**src/pus_pkg.sv**
```systemverilog
// Package of the power-up init sequencer: constants, strap decode table,
// mode and state encodings, and the state and request carriers.
// Assumes one clock (the crystal input clock) and no software registers.
package pus_pkg;

    // ------------------------------------------------------------
    // Timing of the initialization interval
    // ------------------------------------------------------------
    localparam int INIT_EXP = 15;              // Interval exponent
    localparam int INIT_PERIODS = 1 << INIT_EXP; // Divided periods per init
    localparam int PER_W = 17;                 // Period counter width
    localparam int PRE_W = 4;                  // Prescale counter width

    // ------------------------------------------------------------
    // Divider strap decode, indexed by {bit2, bit1, bit0}
    // ------------------------------------------------------------
    localparam logic [2:0] STRAP_DIV4 = 3'h2;  // Low, high, low
    localparam logic [3:0] DIV_TABLE [8] = '{
        4'h1, 4'h2, 4'h4, 4'h3, 4'h6, 4'h8, 4'h5, 4'h1};

    // ------------------------------------------------------------
    // Accepted master clock ratios, in normal-rate units
    // ------------------------------------------------------------
    localparam logic [11:0] RATIO_64 = 12'h040;
    localparam logic [11:0] RATIO_128 = 12'h080;
    localparam logic [11:0] RATIO_256 = 12'h100;
    localparam logic [11:0] RATIO_384 = 12'h180;
    localparam logic [11:0] RATIO_512 = 12'h200;

    // Processing rate modes
    typedef enum logic [1:0] {
        RATE_NORMAL = 2'h0,
        RATE_DUAL = 2'h1,
        RATE_QUAD = 2'h2
    } pus_rate_t;

    // ------------------------------------------------------------
    // Control port and boot constants
    // ------------------------------------------------------------
    localparam logic [15:0] RO_FIRST = 16'hF000; // Read-only window start
    localparam logic [15:0] RO_LAST = 16'hFFFF;  // Read-only window end
    localparam logic [13:0] BOOT_MAX_BYTES = 14'h2400; // Full 9 kB load
    localparam int SUB_CNT = 4;                  // Gated subsystems

    // Sequencer states
    typedef enum logic [2:0] {
        ST_CAPTURE = 3'h0,
        ST_INIT = 3'h1,
        ST_BOOT = 3'h2,
        ST_READY = 3'h3
    } pus_st_t;

    // Control port access request
    typedef struct packed {
        logic wr;
        logic rd;
        logic [15:0] addr;
    } pus_ctl_req_t;

    // Whole module state
    typedef struct packed {
        pus_st_t st;
        logic [PRE_W-1:0] pre;
        logic [PER_W-1:0] per;
        logic [3:0] div;
        logic spi_sel;
        logic selfboot;
        logic [13:0] boot_cnt;
        logic [SUB_CNT-1:0] clk_en;
        logic init_busy;
        logic boot_req;
        logic wr_ok;
        logic rd_ok;
        logic ratio_ok;
    } pus_state_t;

endpackage : pus_pkg

```
**src/pus_seq.sv**
```systemverilog
// Power-up init sequencer: strap capture, timed init interval, clock
// gating of subsystems, optional self-boot and control port gating.
// Assumes rst_i is the inverted device reset pin and mclk_i is the
// crystal input clock; straps and requests are synchronous to mclk_i.
`timescale 1ns/100ps

// Operation
// [RULE1] Capture divider straps at reset release
// [RULE2] Block master clock during initialization
// [RULE3] Init lasts 2^15 periods of divided clock
// [RULE4] Strap pattern low-high-low selects divider four
// [RULE5] Host writes nothing before init completes
// [RULE6] Accept 64-512 ratios, scaled by rate mode
// [RULE7] Read all; write all but read-only
// [RULE8] Control port selectable as SPI or I2C
// [RULE9] Self-boot from external EEPROM at startup
// [RULE10] Per-subsystem master clock blocking
// [RULE11] Partial boot load up to 9 kB allowed
// [RULE12] New reset aborts and restarts initialization
module pus_seq #(
    parameter int INIT_PERIODS = pus_pkg::INIT_PERIODS
) (
    input wire logic mclk_i,
    input wire logic rst_i,
    input wire logic pll_div_sel_bit0_i,
    input wire logic pll_div_sel_bit1_i,
    input wire logic pll_div_sel_bit2_i,
    input wire logic spi_mode_i,
    input wire logic selfboot_i,
    input wire pus_pkg::pus_rate_t rate_mode_i,
    input wire logic [9:0] mclk_ratio_i,
    input wire logic [pus_pkg::SUB_CNT-1:0] sub_use_i,
    input wire pus_pkg::pus_ctl_req_t ctl_req_i,
    input wire logic boot_byte_i,
    input wire logic boot_done_i,
    output logic [3:0] pll_div_o,
    output logic init_busy_o,
    output logic [pus_pkg::SUB_CNT-1:0] sub_clk_en_o,
    output logic ctl_spi_sel_o,
    output logic boot_req_o,
    output logic ctl_wr_ok_o,
    output logic ctl_rd_ok_o,
    output logic ratio_ok_o
);

    // ------------------------------------------------------------
    // Elaboration checks
    // ------------------------------------------------------------
    // Period counter must be able to reach the end count
    if (INIT_PERIODS < 1 || INIT_PERIODS >= (1 << pus_pkg::PER_W)) begin
        $error("INIT_PERIODS out of range");
    end

    localparam logic [pus_pkg::PER_W-1:0] PER_END =
        pus_pkg::PER_W'(INIT_PERIODS - 1);

    // ------------------------------------------------------------
    // Decode functions
    // ------------------------------------------------------------
    // Address falls in the read-only window
    function automatic logic is_ro(input logic [15:0] addr);
        is_ro = (addr >= pus_pkg::RO_FIRST) && (addr <= pus_pkg::RO_LAST);
    endfunction : is_ro

    // Ratio scaled back to normal-rate units is one of the five
    function automatic logic ratio_ok(input logic [9:0] r,
                                      input pus_pkg::pus_rate_t m);
        logic [11:0] n;
        n = {2'h0, r};
        case (m)
            pus_pkg::RATE_DUAL: n = {1'h0, r, 1'h0};
            pus_pkg::RATE_QUAD: n = {r, 2'h0};
            default: n = {2'h0, r};
        endcase
        ratio_ok = (n == pus_pkg::RATIO_64) || (n == pus_pkg::RATIO_128) ||
                   (n == pus_pkg::RATIO_256) || (n == pus_pkg::RATIO_384) ||
                   (n == pus_pkg::RATIO_512);
    endfunction : ratio_ok

    // ------------------------------------------------------------
    // State
    // ------------------------------------------------------------
    pus_pkg::pus_state_t s_q; // Registered state
    pus_pkg::pus_state_t s_d; // Next state
    logic [2:0] strap;        // Strap pins as one code
    logic pre_wrap;           // Prescaler ends a divided period

    assign strap = {pll_div_sel_bit2_i, pll_div_sel_bit1_i,
                    pll_div_sel_bit0_i};
    assign pre_wrap = (s_q.pre == pus_pkg::PRE_W'(s_q.div - 4'h1));

    // Next-state logic for the whole sequencer
    always_comb begin
        s_d = s_q;
        s_d.wr_ok = 1'b0;
        s_d.rd_ok = 1'b0;
        // Ratio check is steady; registered so the output is a flop
        s_d.ratio_ok = ratio_ok(mclk_ratio_i, rate_mode_i); // [RULE6]
        case (s_q.st)
            // First edge after release: latch straps, start counting
            pus_pkg::ST_CAPTURE: begin
                s_d.div = pus_pkg::DIV_TABLE[strap]; // [RULE1] [RULE4]
                s_d.spi_sel = spi_mode_i; // [RULE8]
                s_d.selfboot = selfboot_i;
                s_d.pre = '0;
                s_d.per = '0; // [RULE12]
                s_d.init_busy = 1'b1;
                s_d.clk_en = '0; // [RULE2]
                s_d.st = pus_pkg::ST_INIT;
            end
            // Count divided-clock periods with clocks held off
            pus_pkg::ST_INIT: begin
                s_d.clk_en = '0; // [RULE2]
                if (pre_wrap) begin
                    s_d.pre = '0;
                    if (s_q.per == PER_END) begin // [RULE3]
                        s_d.init_busy = 1'b0;
                        if (s_q.selfboot) begin
                            s_d.boot_req = 1'b1; // [RULE9]
                            s_d.boot_cnt = '0;
                            s_d.st = pus_pkg::ST_BOOT;
                        end else begin
                            s_d.st = pus_pkg::ST_READY;
                        end
                    end else begin
                        s_d.per = s_q.per + 1'b1;
                    end
                end else begin
                    s_d.pre = s_q.pre + 1'b1;
                end
            end
            // Loader streams bytes; a short load may end early
            pus_pkg::ST_BOOT: begin
                if (boot_byte_i) begin
                    s_d.boot_cnt = s_q.boot_cnt + 1'b1;
                end
                // Ends on done or at the full image size
                if (boot_done_i || (boot_byte_i && s_q.boot_cnt ==
                    pus_pkg::BOOT_MAX_BYTES - 14'h1)) begin // [RULE11]
                    s_d.boot_req = 1'b0;
                    s_d.st = pus_pkg::ST_READY;
                end
            end
            // Normal running: clocks follow the per-subsystem enables
            pus_pkg::ST_READY: begin
                s_d.clk_en = sub_use_i; // [RULE10]
                s_d.rd_ok = ctl_req_i.rd; // [RULE7]
                // Writes only after init and never to read-only space
                s_d.wr_ok = ctl_req_i.wr && !is_ro(ctl_req_i.addr); // [RULE7]
            end
            default: begin
                s_d.st = pus_pkg::ST_CAPTURE;
            end
        endcase
    end

    // State register; reset returns to capture, aborting any interval
    always_ff @(posedge mclk_i or posedge rst_i) begin
        if (rst_i) begin
            s_q <= '{st: pus_pkg::ST_CAPTURE, div: 4'h1,
                     init_busy: 1'b1, default: '0}; // [RULE12]
        end else begin
            s_q <= s_d;
        end
    end

    // ------------------------------------------------------------
    // Outputs, all straight from the state flops
    // ------------------------------------------------------------
    assign pll_div_o = s_q.div;
    assign init_busy_o = s_q.init_busy;
    assign sub_clk_en_o = s_q.clk_en;
    assign ctl_spi_sel_o = s_q.spi_sel;
    assign boot_req_o = s_q.boot_req;
    assign ctl_wr_ok_o = s_q.wr_ok;
    assign ctl_rd_ok_o = s_q.rd_ok;
    assign ratio_ok_o = s_q.ratio_ok;

    // Cycles spent in the interval, for the length check
    int init_len;
    always_ff @(posedge mclk_i or posedge rst_i) begin
        if (rst_i) begin
            init_len <= 0;
        end else if (s_q.st == pus_pkg::ST_INIT) begin
            init_len <= init_len + 1;
        end else begin
            init_len <= 0;
        end
    end
endmodule : pus_seq

```
**config.mk**
```make
export PLATFORM = sky130hd
export DESIGN_NAME = pus_seq
export DESIGN_NICKNAME = d
export VERILOG_FILES = /design/src/pus_pkg.sv /design/src/pus_seq.sv
export SDC_FILE = /design/constraint.sdc
export NUM_CORES = 1
export LEC_CHECK = 0
export BUFFER_PORTS_ARGS = -buffer_cell sky130_fd_sc_hd__buf_2
export CAP_MARGIN = 20
export CORE_MARGIN = 2
export CORE_UTILIZATION = 42
export CTS_BUF_LIST = sky130_fd_sc_hd__clkbuf_4
export DETAILED_ROUTE_END_ITERATION = 8
export PLACE_DENSITY_LB_ADDON = 0.2
export SLEW_MARGIN = 0
export SYNTH_ARGS = -nofsm -noshare
export SYNTH_HDL_FRONTEND = slang
export SYNTH_SLANG_ARGS = --single-unit
```
**constraint.sdc**
```tcl
create_clock -name mclk_i -period 2.9 [get_ports mclk_i]
set_input_delay 0.145 -clock mclk_i [delete_from_list [all_inputs] [get_ports mclk_i]]
set_output_delay 0.145 -clock mclk_i [all_outputs]
set_load 0.03 [all_outputs]
```
==> flow_summary.toml <==
[sta]
final_hold_viol_count = 0
final_max_slew_viol_count = 0
setup_viol = 0
final.setup_skew_ps = 17.1
finalSetupTns_ps = 0
fin_crit_sh_pct = 87.3
max-slew-margin-rel_pct = 64.8
period_needed_ps = 2530
rsz0062_at_grt = "no"
worstMarginPinSlew_ps = 527
timing.fmax_mhz = 395

[routing]
avgRoutedWirePerCell_um = 13.4
dr.pass1.iters = 4
vias = 2555
wl_um = 6450
ant_nets = 0
viasPerCell = 5.29
route.detailed.drc = 0
drt_iter0_markers = 79

[synth]
synth_top_area_share_pct = 39.7
avgSynthCellArea_um2 = 9.44
ys_warn_count = 0
synth_area_leader_cell = "dfrtp_1"
synth_seq_cells = 52
synth_common_cells = "dfrtp_1 (50), nand2_1 (34), nor2_1 (25)"
synth_nets = 392
synth_area_leaders = "dfrtp_1 (40%), ha_1 (6.0%), xnor2_1 (4.2%)"
synth.most_common_cell = "dfrtp_1"
synth_cell_type_count = 55
synth-edff-count = 0
ys_seq_area_share_pct = 41.3
syn_inst = 334
async_reset_ff_share_pct = 100
ys.flop_type = "dfrtp_1"
syn_area_um2 = 3150

[critical_path]
cpMaxStageDelayCell = "dfstp_2"
critPathLaunchType = "flip-flop"
arrival_ps = 2860
cp_max_fo = 9
crit_path_frequent_cell = "and3_1"
worst-setup-path-type = "flip-flop to flip-flop"
end_kind = "flip-flop"
reg2reg_from = "pll_div_o[0]"
critPathMaxStageDelay_ps = 590
r2r_cells = 8
cp.required_ps = 3230
critPathLaunch = "pll_div_o[0]"
crit_chain = "inv_1 -> ha_1 -> xor2_1 -> and3_1 -> and3_1 -> a41oi_4 -> or4_1 -> nand3_1"

[pwr]
switching_share_pct = 31.8
clockPowerShare_pct = 21.4
cellPowerDensity_nw_per_um2 = 432
power.switching_mw = 0.493
p_int_mw = 1.06
seqPwrFrac_pct = 56.0
peakVddDrop_v = 0.000213
power_frac_comb_pct = 22.6
total_power_mw = 1.55
p_leak_nw = 1.64

[min_path]
min_from = "mclk_ratio_i[5]"
hold_path_depth = 4
hold_class = "primary input to flip-flop"

[clock_network]
post_cts_buffers = 0
clk_path_buf_depth = 2
root_buffer = "clkbuf_4"
cts_buffers = 5
cts_tree = "yes"
clk_pin_slew_ps = 150
cts.htree.levels = 2
clk_latency_ps = 380
post_cts_resized = 0
cts_hold_buffers = 10
cts.sinks = 52

[layout]
layout.nets = 441
drive_above_1_share_pct = 19.0
insertedDiodeCount = 0
n_fill_cell = 678
syn2layout_area_growth_pct = 13.9

[floorplan]
die_width_um = 90.6
die_y_um = 90.6
core_um2 = 7250
die-area_um2 = 8220
initial_utilization_pct = 43.5
num_rows = 31
io-pin-count = 57

[placement]
gp_congestion = 0.816
hpwlAfterDp_um = 4760
io_buffer_count = 44

[status]
status = "complete, no violations"

[grt]
grt_pass1_vias = 2435
gr-max-usage-layer = "met2"
gr-usage-met1_pct = 20.8
grt_use_met3_pct = 3.26
overflow = 0
grt_use_total_pct = 16.1
grt_pass1_wl_um = 11000
grt_max_degree = 33
antenna_found_initial = 0
grtUsageMet2_pct = 27.7

[flow_run]
max-cap-violations = 0
==> critical path: cells and delay by family, from the launching register on <==
| kind | cells | cell delay (ps) |
|---|---|---|
| and+or+nand+nor | 4 | 1170 |
| AOI/OAI and AO/OA | 1 | 230 |
| adders and majority gates | 1 | 300 |
| DFF | 1 | 590 |
| buffers and inverters | 1 | 60 |
| xor gates and xnor gates | 1 | 130 |
==> per-layer routing <==
metal	vias up	share of wire, %
met2	38	49
met3	6	3.3
met1	1212	47
li1	1299	-
met4	0	1.1
met5	-	0
==> logic make-up (layout without fill, tap and decap cells) <==
kind of cell,after synthesis,in the layout,share of synthesized area [%]
AO/OA/AOI/OAI,65,65,14.9
XOR/XNOR,20,20,5.99
adder cells (fa/ha/maj),15,15,5.95
buffers and inverters,34,84,5.32
flip-flops,52,52,41.3
multiplexers,8,8,2.94
AND/OR/NAND/NOR,140,140,23.6
==> layout by cell type (no fill, tap or decap), types with 3 or more instances in the layout <==
| cell type | instances |
|---|---|
| buf_2 | 44 |
| nor2b_1 | 4 |
| a21oi_1 | 14 |
| xor2_1 | 4 |
| o31ai_1 | 5 |
| mux2i_1 | 4 |
| inv_1 | 15 |
| o21ai_0 | 18 |
| nor2_1 | 25 |
| and2_1 | 3 |
| o211ai_1 | 3 |
| nor4_1 | 10 |
| nand3_1 | 21 |
| dlygate4sd3_1 | 10 |
| and3_1 | 5 |
| dfrtp_1 | 50 |
| nand2_1 | 34 |
| a22oi_1 | 4 |
| clkbuf_4 | 6 |
| nor3_1 | 4 |
| xnor2_1 | 15 |
| ha_1 | 15 |
| buf_4 | 6 |
| a22o_1 | 4 |
| nand4_1 | 10 |
| or3_1 | 6 |
==> through the flow <==
stage | setup WS, ps | util (%) | hold WS (ps) | cells | area (um2)
floorplan | 633 | - | 259 | 334 | 3150
global placement | 445 | 47.4 | 172 | 465 | 3430
detailed placement | 383 | 47.4 | 172 | 465 | 3430
CTS | 346 | 49.5 | 69.6 | 483 | 3590
global route | 234 | 49.5 | 79.8 | 483 | 3590
finish | 369 | 49.5 | 79.5 | 483 | 3590
==> power groups by stage <==
stage               Sequential, mW  Clock [mW]  Combinational (mW)
floorplan                    0.867           0               0.270
global route                 0.881       0.378               0.401
global placement             0.881           0               0.343
detailed placement           0.881           0               0.350
CTS                          0.869       0.348               0.358
finish                       0.868       0.332               0.351
==> worst paths after layout <==
check | endpoint | slack [ps]
max | s_q[12] | 370
min | ratio_ok_o | 80
max reg2reg | s_q[12] | 370
min reg2reg | s_q[33] | 510
max in group asynchronous | init_busy_o | 1800
min in group asynchronous | ctl_wr_ok_o | 290
==> cell type report <==
| cell class | instances | area, um2 | share of cell area [%] |
|---|---|---|---|
| Clock buffer | 6 | 45.0 | 1.25 |
| Clock inverter | 2 | 11.3 | 0.314 |
| Inverter | 16 | 60.1 | 1.67 |
| Multi-Input combinational cell | 248 | 1680 | 46.8 |
| Sequential cell | 52 | 1300 | 36.3 |
| Tap cell | 99 | 124 | 3.45 |
| Timing Repair Buffer | 60 | 365 | 10.2 |
==> registers in the layout, indices dropped and copies added, names as in the netlist <==
signal and cells:
ctl_spi_sel_o 1, ctl_wr_ok_o 1, ctl_rd_ok_o 1, pll_div_o 4, ratio_ok_o 1, boot_req_o 1, s_q 38, init_busy_o 1
sub_clk_en_o 4
No activity file was read; power rests on OpenSTA's default activity.
